### src/logic/sac_defines.vh
// constants shared by the converter control design
`ifndef SAC_DEFINES_VH
`define SAC_DEFINES_VH

// ==========================================================
// result and readout
`define SAC_DW          10      // result width in bits
`define SAC_MSB         9       // index of the result msb
`define SAC_MSB_TRIAL   10'h200 // first trial code of the approximation
`define SAC_ONE_TRIAL   10'h001 // lsb trial weight
`define SAC_BITS_FULL   4'hc    // bits that count as a full read
`define SAC_BITS_DATA   4'ha    // data bits before the output is released
`define SAC_CNT_ZERO    4'h0    // cleared bit count
`define SAC_CNT_ONE     4'h1    // bit count step
`define SAC_CODE_ZERO   10'h000 // cleared result or trial code

// ==========================================================
// result buffer fill levels
`define SAC_BUF_EMPTY   2'h0    // no entry held
`define SAC_BUF_ONE     2'h1    // fill count step
`define SAC_BUF_FULL    2'h2    // both entries held

// ==========================================================
// conversion timing
`define SAC_CLK_MHZ     25      // system clock rate in mhz
`define SAC_CONV_NS     3700    // longest start-to-msb time in ns
`define SAC_CONV_CYC    ((`SAC_CONV_NS * `SAC_CLK_MHZ) / 1000) // rounded down
`define SAC_CONV_SLACK  8       // cycles kept for sync, push and load
`define SAC_BIT_CYC     ((`SAC_CONV_CYC - `SAC_CONV_SLACK) / `SAC_DW)

// ==========================================================
// control states
`define SAC_ST_SHUT     2'h0    // powered down
`define SAC_ST_TRACK    2'h1    // sampling capacitors follow the inputs
`define SAC_ST_CONV     2'h2    // approximation running on held sample
`define SAC_ST_PUSH     2'h3    // result waiting for buffer room

`endif

### src/logic/sac_buf2.v
// two-entry buffer carrying conversion results to the serial readout
`timescale 1ns/1ns
`include "sac_defines.vh"

module sac_buf2 (
    input  wire             clock,     // system clock
    input  wire             rst_n,     // synchronised reset, active low
    input  wire             flush,     // drop all entries
    input  wire [`SAC_MSB:0] in_data,  // word offered by the converter
    input  wire             in_valid,  // converter offers a word
    output wire             in_ready,  // room for a word
    output wire [`SAC_MSB:0] out_data, // oldest stored word
    output wire             out_valid, // a word is stored
    input  wire             out_ready  // readout takes the word
);

    reg [`SAC_MSB:0] mem_q [0:1]; // storage entries
    reg              wp_q;        // write index
    reg              rp_q;        // read index
    reg [1:0]        cnt_q;       // entries held

    wire push = in_valid & in_ready;   // word accepted
    wire pop  = out_valid & out_ready; // word delivered

    assign in_ready  = (cnt_q != `SAC_BUF_FULL);
    assign out_valid = (cnt_q != `SAC_BUF_EMPTY);
    assign out_data  = mem_q[rp_q];

    // ==========================================================
    // pointers and fill count
    always @(posedge clock or negedge rst_n) begin
        if (!rst_n) begin
            wp_q  <= 1'b0;
            rp_q  <= 1'b0;
            cnt_q <= `SAC_BUF_EMPTY;
        end else if (flush) begin
            wp_q  <= 1'b0;
            rp_q  <= 1'b0;
            cnt_q <= `SAC_BUF_EMPTY;
        end else begin
            if (push)
                wp_q <= ~wp_q;
            if (pop)
                rp_q <= ~rp_q;
            if (push & ~pop)
                cnt_q <= cnt_q + `SAC_BUF_ONE;
            else if (pop & ~push)
                cnt_q <= cnt_q - `SAC_BUF_ONE;
        end
    end

    // ==========================================================
    // entry storage, written at the write index
    genvar gi;
    generate
        for (gi = 0; gi < 2; gi = gi + 1) begin : g_ent
            always @(posedge clock or negedge rst_n) begin
                if (!rst_n)
                    mem_q[gi] <= `SAC_CODE_ZERO;
                else if (push && (wp_q == gi))
                    mem_q[gi] <= in_data;
            end
        end
    endgenerate

endmodule

### src/logic/sac_ctrl.v
// control logic of a 10-bit successive-approximation converter
`timescale 1ns/1ns
`include "sac_defines.vh"

module sac_ctrl (
    input  wire             clock,             // 25 mhz system clock
    input  wire             arst_n,            // asynchronous reset, active low
    input  wire             convert_start_pin, // start pin from host
    input  wire             serial_clock,      // host serial clock pin
    input  wire             diff_part,         // strap: differential input variant
    input  wire             cmp_hi,            // comparator: sample above dac level
    output reg              powered_q,         // analog core powered
    output reg              track_q,           // capacitors follow the inputs
    output reg              pos_to_second_q,   // positive cap on second channel
    output reg              neg_to_input_q,    // negative cap on negative input
    output reg              bipolar_q,         // bipolar coding active
    output reg  [`SAC_MSB:0] dac_code_q,       // trial code for the dac
    output reg              dout_q,            // serial data output value
    output reg              dout_oe_q          // serial data output enable
);

    // the derived count is an integer, so only its low bits are kept on purpose
    localparam integer BIT_CYC_I = `SAC_BIT_CYC;  // cycles per decided bit
    localparam [3:0]   BIT_CYC   = BIT_CYC_I[3:0]; // same, at counter width

    // ==========================================================
    // reset release
    reg rst_m_q; // first reset stage
    reg rst_n_q; // reset used by the design
    always @(posedge clock or negedge arst_n) begin
        if (!arst_n) begin
            rst_m_q <= 1'b0;
            rst_n_q <= 1'b0;
        end else begin
            rst_m_q <= 1'b1;
            rst_n_q <= rst_m_q;
        end
    end

    // ==========================================================
    // pin synchronisers, two stages per pin
    wire [3:0] pin_raw = {cmp_hi, diff_part, serial_clock, convert_start_pin};
    reg  [3:0] sy1_q;  // first stage, read only by the second
    reg  [3:0] sy2_q;  // synchronised pins
    genvar gi;
    generate
        for (gi = 0; gi < 4; gi = gi + 1) begin : g_sync
            always @(posedge clock or negedge rst_n_q) begin
                if (!rst_n_q) begin
                    sy1_q[gi] <= 1'b0;
                    sy2_q[gi] <= 1'b0;
                end else begin
                    sy1_q[gi] <= pin_raw[gi];
                    sy2_q[gi] <= sy1_q[gi];
                end
            end
        end
    endgenerate

    reg  cs_last_q;  // previous start level
    reg  sck_last_q; // previous serial clock level
    always @(posedge clock or negedge rst_n_q) begin
        if (!rst_n_q) begin
            cs_last_q  <= 1'b0;
            sck_last_q <= 1'b0;
        end else begin
            cs_last_q  <= sy2_q[0];
            sck_last_q <= sy2_q[1];
        end
    end

    wire cs_rise  = sy2_q[0] & ~cs_last_q;  // start pin rose
    wire cs_fall  = ~sy2_q[0] & cs_last_q;  // start pin fell
    wire sck_rise = sy2_q[1] & ~sck_last_q; // host sampling edge
    wire sck_fall = ~sy2_q[1] & sck_last_q; // output change edge
    wire cmp_s    = sy2_q[3];               // synchronised comparator

    // ==========================================================
    // conversion state machine
    reg  [1:0]        st_q;    // control state
    reg  [3:0]        step_q;  // cycles spent on the current bit
    reg  [3:0]        idx_q;   // bit under decision
    reg  [3:0]        nbit_q;  // bits shifted out since last start
    wire [`SAC_MSB:0] trial = `SAC_ONE_TRIAL << idx_q; // weight being tried
    wire              buf_in_ready;                     // buffer has room
    wire [`SAC_MSB:0] result = {dac_code_q[`SAC_MSB] ^ bipolar_q,
                                dac_code_q[`SAC_MSB-1:0]};
    reg  [`SAC_MSB:0] dac_d;   // next trial code

    // next trial code after a bit decision
    always @* begin
        dac_d = dac_code_q;
        if (!cmp_s)
            dac_d = dac_d & ~trial;
        if (idx_q != `SAC_CNT_ZERO)
            dac_d = dac_d | (trial >> 1);
    end

    // state, sampler switches and approximation
    always @(posedge clock or negedge rst_n_q) begin
        if (!rst_n_q) begin
            st_q            <= `SAC_ST_SHUT;
            powered_q       <= 1'b0;
            track_q         <= 1'b0;
            pos_to_second_q <= 1'b0;
            neg_to_input_q  <= 1'b0;
            bipolar_q       <= 1'b0;
            dac_code_q      <= `SAC_CODE_ZERO;
            step_q          <= `SAC_CNT_ZERO;
            idx_q           <= `SAC_CNT_ZERO;
        end else if (cs_rise) begin
            // a rise aborts any conversion and starts tracking
            st_q            <= `SAC_ST_TRACK;
            powered_q       <= 1'b1;
            track_q         <= 1'b1;
            // fewer than twelve bits read picks the alternate input, or bipolar coding on the differential variant
            pos_to_second_q <= (nbit_q < `SAC_BITS_FULL) & ~sy2_q[2];
            bipolar_q       <= (nbit_q < `SAC_BITS_FULL) & sy2_q[2];
            neg_to_input_q  <= sy2_q[2];
        end else begin
            case (st_q)
                `SAC_ST_TRACK: begin
                    if (cs_fall) begin
                        // hold the sample and begin at the msb trial
                        st_q       <= `SAC_ST_CONV;
                        track_q    <= 1'b0;
                        dac_code_q <= `SAC_MSB_TRIAL;
                        // start index at data width minus one, the msb of the result
                        idx_q      <= `SAC_BITS_DATA - `SAC_CNT_ONE;
                        step_q     <= `SAC_CNT_ZERO;
                    end
                end
                `SAC_ST_CONV: begin
                    // internal pacing, one bit per BIT_CYC cycles
                    if (step_q == BIT_CYC - `SAC_CNT_ONE) begin
                        step_q     <= `SAC_CNT_ZERO;
                        dac_code_q <= dac_d;
                        if (idx_q == `SAC_CNT_ZERO)
                            st_q <= `SAC_ST_PUSH;
                        else
                            idx_q <= idx_q - `SAC_CNT_ONE;
                    end else begin
                        step_q <= step_q + `SAC_CNT_ONE;
                    end
                end
                `SAC_ST_PUSH: begin
                    // hand the word over, then power down
                    if (buf_in_ready) begin
                        st_q      <= `SAC_ST_SHUT;
                        powered_q <= 1'b0;
                    end
                end
                default: begin
                    st_q <= `SAC_ST_SHUT;
                end
            endcase
        end
    end

    // ==========================================================
    // result buffer between converter and readout
    wire [`SAC_MSB:0] buf_data;  // oldest result
    wire              buf_valid; // result available
    reg               loaded_q;  // shifter holds a result
    sac_buf2 u_buf (
        .clock     (clock),
        .rst_n     (rst_n_q),
        .flush     (cs_rise),
        .in_data   (result),
        .in_valid  (st_q == `SAC_ST_PUSH),
        .in_ready  (buf_in_ready),
        .out_data  (buf_data),
        .out_valid (buf_valid),
        .out_ready (~loaded_q)
    );

    // ==========================================================
    // serial readout
    reg [`SAC_MSB:0] sh_q; // bits still to present
    always @(posedge clock or negedge rst_n_q) begin
        if (!rst_n_q) begin
            sh_q      <= `SAC_CODE_ZERO;
            loaded_q  <= 1'b0;
            nbit_q    <= `SAC_BITS_FULL;
            dout_q    <= 1'b0;
            dout_oe_q <= 1'b0;
        end else if (cs_rise) begin
            loaded_q  <= 1'b0;
            nbit_q    <= `SAC_CNT_ZERO;
            dout_q    <= 1'b0;
            dout_oe_q <= 1'b1;
        end else if (buf_valid && !loaded_q) begin
            // msb appears as soon as the result lands
            loaded_q  <= 1'b1;
            dout_q    <= buf_data[`SAC_MSB];
            sh_q      <= {buf_data[`SAC_MSB-1:0], 1'b0};
            dout_oe_q <= 1'b1;
        end else if (loaded_q) begin
            if (sck_rise && (nbit_q < `SAC_BITS_FULL)) begin
                nbit_q <= nbit_q + `SAC_CNT_ONE;
                if (nbit_q == `SAC_BITS_DATA - `SAC_CNT_ONE)
                    dout_oe_q <= 1'b0;
            end
            if (sck_fall && dout_oe_q) begin
                dout_q <= sh_q[`SAC_MSB];
                sh_q   <= {sh_q[`SAC_MSB-1:0], 1'b0};
            end
        end
    end

endmodule

### config.mk
export PLATFORM = sky130hd
export DESIGN_NAME = sac_ctrl
export DESIGN_NICKNAME = d
export VERILOG_FILES = /design/src/logic/sac_buf2.v /design/src/logic/sac_ctrl.v
export VERILOG_INCLUDE_DIRS = /design/src /design/src/logic
export SDC_FILE = /design/constraint.sdc
export NUM_CORES = 1
export LEC_CHECK = 0
export CORE_ASPECT_RATIO = 2
export CORE_UTILIZATION = 25
export DETAILED_ROUTE_END_ITERATION = 8
export DONT_BUFFER_PORTS = 1
export SLEW_MARGIN = 20
export SYNTH_ARGS = -nofsm -noshare
export SYNTH_HDL_FRONTEND = slang
export SYNTH_SLANG_ARGS = --single-unit
### constraint.sdc
create_clock -name clock -period 2.85 [get_ports clock]
set_clock_uncertainty 0.2 [all_clocks]
set_input_delay 0.57 -clock clock [delete_from_list [all_inputs] [get_ports clock]]
set_output_delay 0.57 -clock clock [all_outputs]
set_load 0.02 [all_outputs]
==> results of run 1 <==
==> synth_stat cells, types with 4 or more instances <==
| library cell | instances | area (um2) |
|---|---|---|
| dfrtp_1 | 75 | 1880 |
| nand2_1 | 39 | 146 |
| nor2_1 | 22 | 82.6 |
| o21ai_0 | 22 | 110 |
| mux2_2 | 17 | 191 |
| inv_1 | 16 | 60.1 |
| a21oi_1 | 13 | 65.1 |
| ha_1 | 13 | 163 |
| buf_4 | 12 | 90.1 |
| mux2i_1 | 10 | 100 |
| buf_2 | 7 | 35.0 |
| a32oi_1 | 6 | 52.6 |
| nand3_1 | 6 | 30.0 |
| o31ai_1 | 6 | 45.0 |
| a31oi_1 | 5 | 31.3 |
| nand3b_1 | 5 | 37.5 |
| o21ai_1 | 5 | 25.0 |
| nor3_1 | 4 | 20.0 |
==> flip-flops by register name, summed over array words and instances (netlist names), 2 cells and up <==
signal and cells:
step_q 4, sy2_q 3, u_buf.mem_q 20, nbit_q 4
sy1_q 4, u_buf.cnt_q 2, st_q 2, dac_code_q 10
sh_q 9, idx_q 4
==> kinds of logic (layout without fill, tap and decap cells) <==
logic type               Yosys count  after routing
AO/OA/AOI/OAI                     79             79
XOR/XNOR                           4              4
adder cells (fa/ha/maj)           13             13
buffers and inverters             41             39
flip-flops                        77             77
multiplexers                      28             28
other                              1              1
AND/OR/NAND/NOR                  101            101
==> layer usage <==
metal / global-route usage, % / vias to the layer above / wire [um]
met1: 10.3 / 1251 / 2550
li1: - / 1184 / -
met4: 7.79 / 0 / 303
met3: 2.90 / 17 / 286
met5: 0 / - / 0
met2: 20.5 / 52 / 4470
==> stage by stage <==
step	utilization (%)	total power, uW	instances	cell area (um2)	hold slack [ns]
detailed placement	26.7	2680	517	3830	0.0745
finish	29.0	3890	534	4160	0.0540
CTS	29.0	3930	534	4160	0.0438
global placement	26.7	2630	517	3830	0.0745
global route	29.0	4140	534	4160	0.0420
floorplan	-	2450	344	3690	0.0744
==> what timing repair did <==
| item | CTS | global route |
|---|---|---|
| hold buffers | 1 | 0 |
| endpoints found under the setup margin | 0 | 0 |
| hold endpoints to repair | 2 | 0 |
==> how the worst max path moves through the flow <==
stage / from / to / slack (ns)
6_report: st_q[0]$_DFFE_PN0P_ / dac_code_q[7]$_DFFE_PN0P_ / 0.70
5_1_grt: st_q[0]$_DFFE_PN0P_ / dac_code_q[2]$_DFFE_PN0P_ / 0.57
4_1_cts: st_q[0]$_DFFE_PN0P_ / idx_q[1]$_DFFE_PN0P_ / 0.73
3_5_place_dp: st_q[0]$_DFFE_PN0P_ / idx_q[1]$_DFFE_PN0P_ / 0.74
3_3_place_gp: st_q[0]$_DFFE_PN0P_ / idx_q[1]$_DFFE_PN0P_ / 0.81
2_1_floorplan: rst_n_q$_DFF_PN0_ / bipolar_q$_DFFE_PN0P_ / 0.35
==> worst max-delay path: cells and delay by family, from the launching register on <==
family,cells,cell delay (ns)
fa+ha+maj,1,0.15
compound gates,3,0.81
flops,1,0.41
buf+inv,3,0.45
==> cell usage in the layout, fill, tap and decap left out, types with 3 or more instances in the layout <==
master / instances
a211oi_1: 3
ha_1: 13
mux2_2: 17
a21oi_1: 13
dfrtp_1: 74
o21ai_1: 5
o21ai_0: 22
nor3_1: 4
buf_4: 4
o31ai_1: 6
nand4_1: 3
nand3_1: 6
inv_1: 16
clkbuf_16: 9
mux2i_1: 10
nor2_1: 22
nand3b_1: 5
nand2_1: 39
a32oi_1: 6
a31oi_1: 5
==> power by group <==
| part | switching [uW] | internal, uW | leakage (uW) |
|---|---|---|---|
| clock network | 428 | 811 | 0.000163 |
| logic | 592 | 400 | 0.000615 |
| registers | 334 | 1330 | 0.000992 |
==> area by class of cell <==
cell class | instances | area (um2)
well taps | 192 | 240
multi-input cells | 226 | 1540
inverters | 17 | 63.8
repair buffers | 6 | 60.1
clock inverters | 4 | 70.1
fillers | 1449 | 10200
flip-flops and latches | 77 | 1930
clock buffers | 12 | 256
==> impl_metrics.py, run 1 <==
metrics = {
    "detailed_routing": {
        "wirelength_um": 7610,
        "wl_per_cell_um": 14.2,
        "vias_per_cell": 4.69,
        "via_count": 2504,
        "drc_errors": 0,
        "drt-initial-drc-count": 147,
        "drt_pass1_iterations": 5,
        "detail-route-antenna-nets": 0,
    },
    "cells_and_area": {
        "antennaDiodeCount": 0,
        "areaGrowthSynthToFinish_pct": 12.8,
        "drive_gt1_share_pct": 14.6,
        "nets": 356,
    },
    "power": {
        "power-per-cell-area_nw_per_um2": 935,
        "ir_drop_uv": 368,
        "power_leakage_uw": 0.00177,
    },
    "grt": {
        "first_global_vias": 2547,
        "grt-ovfl-total": 0,
        "grt_pass1_wl_um": 12800,
        "track_usage_pct": 11.2,
        "grt_max_degree": 41,
        "antenna_found_initial": 0,
    },
    "synthesis": {
        "yosys-mux-area-fraction_pct": 8.30,
        "synth_top_family_by_area": "compound AO/OA/AOI/OAI gates",
        "synthCells": 344,
        "synth.distinct_cells": 61,
        "synthXorXnorAreaFrac_pct": 0.949,
        "yosysWarnings": 0,
        "mappedNetlistNets": 363,
        "syn_area_um2": 3690,
        "synthFlopType": "dfrtp_1",
        "synth-seq-area-share_pct": 52.3,
        "avgSynthCellArea_um2": 10.7,
        "synth_compound_area_share_pct": 14.1,
        "async_flop_share_pct": 100,
        "synthSimpleGateAreaFrac_pct": 13.9,
        "synthAdderAreaFrac_pct": 4.41,
        "ys_seq_elements": 77,
        "synth-edff-count": 0,
    },
    "hold_path": {
        "worstHoldEndpoint": "sy1_q[3]$_DFF_PN0_",
        "min_path_type": "in -> reg",
        "hold_path.startpoint": "cmp_hi",
        "hold-path-cell-count": 0,
    },
    "setup_path": {
        "crit_arrival_ns": 2.16,
        "reg2reg_from": "st_q[0]$_DFFE_PN0P_",
        "rr_endpoint": "dac_code_q[7]$_DFFE_PN0P_",
        "criticalPathCategory": "reg -> reg",
        "critical-path-slowest-cell": "o211ai_2",
        "crit_path_end_kind": "register",
        "required_ns": 2.86,
        "rrSetupSlack_ns": 0.70,
        "reg2reg_depth": 7,
        "cp_max_fo": 16,
        "slowest_delay_ns": 0.49,
        "path_cells": "inv_1, ha_1, buf_4, inv_2, o211ai_2, a2bb2oi_1, o21ai_0",
        "critPathLaunchType": "register",
    },
    "placement": {
        "io_buffers": 0,
        "gp_congestion": 0.785,
        "post-dp-hpwl_um": 5730,
        "post-place-ws_ns": 0.737,
    },
    "cts": {
        "root_buffer": "clkbuf_16",
        "cts_buffer_depth": 2,
        "cts_tree": "done",
        "cts.sinks": 77,
        "clock_latency_ns": 0.34,
        "clk_pin_slew_ns": 0.06,
        "htree_levels": 3,
        "post_cts.repair.setup_buffers": 0,
        "cts-resized-gates": 0,
        "cts_buffers": 9,
    },
    "sta": {
        "drv_slew": 0,
        "finalWorstSetupSlack_ns": 0.701,
        "rsz0062_at_grt": "no",
        "finalSetupViolCount": 0,
        "fin_crit_sh_pct": 75.4,
        "hold_violations": 0,
        "max_freq_mhz": 465,
        "fin_setup_tns_ns": 0,
        "period_minus_slack_ns": 2.15,
        "worst_pin_slew_ns": 0.630,
        "slew_headroom_pct": 58.0,
    },
    "floorplanning": {
        "core_area_um2": 14400,
        "row_count": 62,
        "design.portCount": 23,
        "fp.dieH_um": 174,
        "initial_core_util_pct": 25.7,
        "dieArea_um2": 15300,
        "die_w_um": 87.9,
    },
    "job": {
        "drv_cap": 0,
    },
    "status": {
        "status": "complete, no violations",
    },
}
No activity file was read; power rests on OpenSTA's default activity.
==> inputs of run 2 (changes only) <==
Clock period 2.85 ns to 2.24 ns, I/O delays scaled along.
==> impl_metrics.py, run 2 (synthesis results as in run 1) <==
metrics = {
    "detailed_routing": {
        "drt-initial-drc-count": 144,
        "via_count": 2469,
        "wirelength_um": 7340,
        "wl_per_cell_um": 13.6,
        "vias_per_cell": 4.56,
        "drc_errors": 0,
        "detail-route-antenna-nets": 0,
        "drt_pass1_iterations": 4,
    },
    "floorplanning": {
        "die_w_um": 87.9,
        "dieArea_um2": 15300,
        "design.portCount": 23,
        "initial_core_util_pct": 25.7,
        "row_count": 62,
        "core_area_um2": 14400,
        "fp.dieH_um": 174,
    },
    "grt": {
        "track_usage_pct": 10.8,
        "grt_max_degree": 35,
        "first_global_vias": 2582,
        "grt-ovfl-total": 0,
        "antenna_found_initial": 0,
        "grt_pass1_wl_um": 12600,
    },
    "setup_path": {
        "rr_endpoint": "idx_q[2]$_DFFE_PN0P_",
        "reg2reg_from": "idx_q[0]$_DFFE_PN0P_",
        "path_cells": "inv_1, ha_1, nor3b_2, a21oi_1, a41oi_1, o21ai_0",
        "rrSetupSlack_ns": 0.23,
        "criticalPathCategory": "reg -> reg",
        "crit_arrival_ns": 2.01,
        "required_ns": 2.24,
        "cp_max_fo": 6,
        "path_delay_family": "flip-flops",
        "critical-path-slowest-cell": "dfrtp_1",
        "cp_num_cells": 6,
        "slowest_delay_ns": 0.43,
        "reg2reg_depth": 6,
        "critical_path_buf_inv_count": 1,
        "crit_path_end_kind": "register",
        "crit_start": "idx_q[0]$_DFFE_PN0P_",
        "setup.worst_path.end": "idx_q[2]$_DFFE_PN0P_",
        "critPathLaunchType": "register",
    },
    "sta": {
        "fin_crit_sh_pct": 89.5,
        "period_minus_slack_ns": 2.01,
        "finalSetupViolCount": 0,
        "max_freq_mhz": 499,
        "fin_setup_tns_ns": 0,
        "hold_violations": 0,
        "worst_pin_slew_ns": 0.606,
        "rsz0062_at_grt": "no",
        "drv_slew": 0,
        "slew_headroom_pct": 59.6,
    },
    "cts": {
        "cts_buffers": 9,
        "cts_hold_buf": 5,
        "clock_latency_ns": 0.33,
        "root_buffer": "clkbuf_16",
        "cts_buffer_depth": 2,
        "cts-resized-gates": 0,
        "htree_levels": 3,
        "cts_tree": "done",
        "clk_pin_slew_ns": 0.06,
        "post_cts.repair.setup_buffers": 0,
        "cts.sinks": 77,
    },
    "power": {
        "power-per-cell-area_nw_per_um2": 1190,
        "ir_drop_uv": 455,
        "power_leakage_uw": 0.00180,
    },
    "cells_and_area": {
        "final_cell_area_um2": 4250,
        "layout_commonest_cell": "dfrtp_1",
        "layout_common_cells": "dfrtp_1, nand2_1, nor2_1, o21ai_0, mux2_2",
        "antennaDiodeCount": 0,
        "nets": 363,
        "largest_reg_flops": 20,
        "areaGrowthSynthToFinish_pct": 15.1,
        "reg.largest.list": "u_buf.mem_q: 20 flops, dac_code_q: 10 flops, sh_q: 9 flops",
        "drive_gt1_share_pct": 15.2,
        "largest-register": "u_buf.mem_q",
    },
    "placement": {
        "gp_congestion": 0.860,
        "post-dp-hpwl_um": 5650,
        "io_buffers": 0,
        "place_area_um2": 3850,
    },
    "status": {
        "status": "complete, no violations",
    },
    "hold_path": {
        "min_path_type": "reg -> async",
    },
    "job": {
        "drv_cap": 0,
    },
}
run 2: changes by cell type in the layout (fill, tap and decap cells not counted), sizes merged:
cell and change:
clkinvlp +1, dlygate4sd3 +4, bufinv +1, clkinv -2, inv +1, buf +3
clkbuf -1
run 2: how the worst min path moves through the flow:
| stage | to | start | depth (start not counted) |
|---|---|---|---|
| 2_1_floorplan | rst_m_q$_DFF_PN0_ | arst_n | 0 |
| 3_3_place_gp | rst_m_q$_DFF_PN0_ | arst_n | 0 |
| 3_5_place_dp | rst_m_q$_DFF_PN0_ | arst_n | 0 |
| 4_1_cts | dac_code_q[8]$_DFFE_PN0P_ | rst_n_q$_DFF_PN0_ | 0 |
| 5_1_grt | dac_code_q[8]$_DFFE_PN0P_ | rst_n_q$_DFF_PN0_ | 0 |
| 6_report | dac_code_q[6]$_DFFE_PN0P_ | rst_n_q$_DFF_PN0_ | 0 |
run 2: through the flow:
stage	setup slack (ns)	cells	hold slack (ns)	power [uW]	utilization [%]
3_3_place_gp	0.363	520	-0.0475	3350	26.8
6_report	0.234	541	0.0950	5050	29.6
3_5_place_dp	0.276	520	-0.0475	3420	26.8
5_1_grt	0.0922	541	0.146	5370	29.6
4_1_cts	0.261	541	0.124	5110	29.6
2_1_floorplan	0.469	344	-0.0476	3120	-
run 2: final cells by class:
type | count | area (um2)
Clock buffer | 11 | 243
Timing Repair Buffer | 13 | 123
Inverter | 17 | 63.8
Tap cell | 192 | 240
Sequential cell | 77 | 1930
Clock inverter | 5 | 106
Fill cell | 1469 | 10100
Multi-Input combinational cell | 226 | 1540
run 2: power by group:
group / internal [uW] / switching, uW
Clock: 1120 / 550
Combinational: 532 / 758
Sequential: 1690 / 406
run 2: metal layers:
layer | routed length (um) | GRT usage [%] | share of wire, %
met1 | 2640 | 10.4 | 36
met2 | 4250 | 19.9 | 58
met3 | 219 | 1.76 | 3.0
met4 | 235 | 7.45 | 3.2
met5 | 0 | 0 | 0
==> inputs of run 3 (changes only) <==
Settings changed: CAP_MARGIN set to 20, REMOVE_ABC_BUFFERS set to 1.
==> impl_metrics.py, run 3 (synthesis results as in run 1) <==
metrics = {
    "status": {
        "status": "complete, no violations",
    },
    "power": {
        "power_frac_comb_pct": 25.0,
        "power-per-cell-area_nw_per_um2": 1220,
        "seq_power_share_pct": 40.5,
        "power.switching_uw": 1740,
        "internal_power_uw": 3450,
        "swShare_pct": 33.5,
        "power_leakage_uw": 0.00181,
        "pwr-share-clk_pct": 34.5,
        "ir_drop_uv": 537,
    },
    "cts": {
        "cts.sinks": 77,
        "cts_buffers": 9,
        "cts-resized-gates": 0,
        "htree_levels": 3,
        "clk_pin_slew_ns": 0.06,
        "clock_latency_ns": 0.33,
        "cts_buffer_depth": 2,
        "root_buffer": "clkbuf_16",
        "cts_tree": "done",
    },
    "grt": {
        "track_usage_pct": 11.3,
        "grt_max_degree": 34,
        "grt_pass1_wl_um": 12900,
        "antenna_found_initial": 0,
        "grt-ovfl-total": 0,
        "first_global_vias": 2633,
    },
    "sta": {
        "max_freq_mhz": 505,
        "finalSetupViolCount": 0,
        "worst_pin_slew_ns": 0.595,
        "drv_slew": 0,
        "period_minus_slack_ns": 1.98,
        "fin_setup_tns_ns": 0,
        "fin_crit_sh_pct": 88.5,
        "rsz0062_at_grt": "no",
        "slew_headroom_pct": 60.3,
        "hold_violations": 0,
    },
    "setup_path": {
        "critical-path-slowest-cell": "dfrtp_1",
        "path_delay_family": "simple AND/OR/NAND/NOR gates",
        "reg2reg_from": "st_q[0]$_DFFE_PN0P_",
        "crit_path_end_kind": "register",
        "required_ns": 2.27,
        "criticalPathCategory": "reg -> reg",
        "cp_max_fo": 6,
        "critical_path_buf_inv_count": 1,
        "crit_arrival_ns": 2.01,
        "path_cells": "inv_1, ha_1, nor2_4, and2_0, nand3_1, o31ai_1",
        "critPathLaunchType": "register",
        "slowest_delay_ns": 0.39,
        "crit_start": "st_q[0]$_DFFE_PN0P_",
    },
    "cells_and_area": {
        "multi_input_area_um2": 1540,
        "antennaDiodeCount": 0,
        "reg.largest.list": "u_buf.mem_q: 20 flops, dac_code_q: 10 flops, sh_q: 9 flops",
        "fillers": 1435,
        "largest_reg_flops": 20,
        "finalNonFillerCells": 540,
        "layout_commonest_cell": "dfrtp_1",
        "largest-register": "u_buf.mem_q",
        "final_util_pct": 29.7,
        "seq_area_um2": 1930,
        "drive_gt1_share_pct": 14.7,
        "layout_common_cells": "dfrtp_1, nand2_1, nor2_1, o21ai_0, mux2_2",
        "nets": 362,
        "areaGrowthSynthToFinish_pct": 15.4,
        "final_cell_area_um2": 4260,
    },
    "detailed_routing": {
        "drt_pass1_iterations": 4,
        "drt-initial-drc-count": 162,
        "via_count": 2504,
        "detail-route-antenna-nets": 0,
        "wirelength_um": 7700,
        "drc_errors": 0,
        "wl_per_cell_um": 14.3,
        "vias_per_cell": 4.64,
    },
    "placement": {
        "post-dp-hpwl_um": 5620,
        "dpl.cell_count": 519,
        "place_area_um2": 3840,
        "io_buffers": 0,
        "gp_congestion": 0.871,
    },
    "floorplanning": {
        "dieArea_um2": 15300,
        "initial_core_util_pct": 25.7,
        "design.portCount": 23,
        "die_w_um": 87.9,
        "fp.dieH_um": 174,
        "core_area_um2": 14400,
        "row_count": 62,
    },
    "hold_path": {
        "min_path_type": "reg -> async",
    },
    "job": {
        "drv_cap": 0,
    },
}
==> run 3: cell count changes in the layout (fill, tap and decap cells not counted), sizes merged <==
cell / change
buf: -1
bufinv: +1
clkbuf: +1
clkinvlp: -1
inv: -1
==> run 3: metal layers <==
layer / global-route usage (%) / part of all wire, % / vias to the layer above
li1: - / - / 1203
met1: 10.3 / 35 / 1248
met2: 20.8 / 58 / 35
met3: 2.67 / 3.2 / 18
met4: 8.13 / 4.0 / 0
met5: 0 / 0 / -
==> run 3: cell type report <==
cell class                 instances  share of cell area (%)
sequential                        77                    45.4
multi-input combinational        226                    36.2
clock buffer                      12                    5.79
tap                              192                    5.64
clock inverter                     4                    2.82
timing repair buffer              12                    2.70
inverter                          17                    1.50
==> run 3: path summary, 6_finish.rpt <==
check,endpoint,slack [ns],depth (start not counted)
max in group asynchronous,nbit_q[2]$_DFFE_PN1P_,1.16,1
setup reg to reg,step_q[3]$_DFFE_PN0P_,0.26,6
hold reg to reg,u_buf.mem_q[15]$_DFFE_PN0P_,0.06,0
hold / removal,u_buf.mem_q[15]$_DFFE_PN0P_,0.06,0
min in group clock,sy2_q[2]$_DFF_PN0_,0.15,0
setup / recovery,step_q[3]$_DFFE_PN0P_,0.26,6
==> run 3: stage by stage <==
step           setup WS (ns)  power, uW  hold slack, ns
2_1_floorplan         -0.260       2990         -0.0476
3_3_place_gp           0.368       3340         -0.0475
3_5_place_dp           0.280       3420         -0.0475
4_1_cts                0.263       5230          0.0863
5_1_grt                0.127       5510           0.112
6_report               0.259       5190          0.0625
==> run 3: power groups by stage <==
stage	registers [uW]	logic (uW)	clock network (uW)
6_report	2100	1300	1790
5_1_grt	2160	1460	1890
4_1_cts	2110	1300	1820
3_5_place_dp	2130	1280	0
3_3_place_gp	2110	1240	0
2_1_floorplan	2030	958	0
==> run 3: timing repair <==
item                      in CTS  in global routing
buffers inserted               0                  0
hold buffers                   5                  0
hold endpoints to repair       6                  0
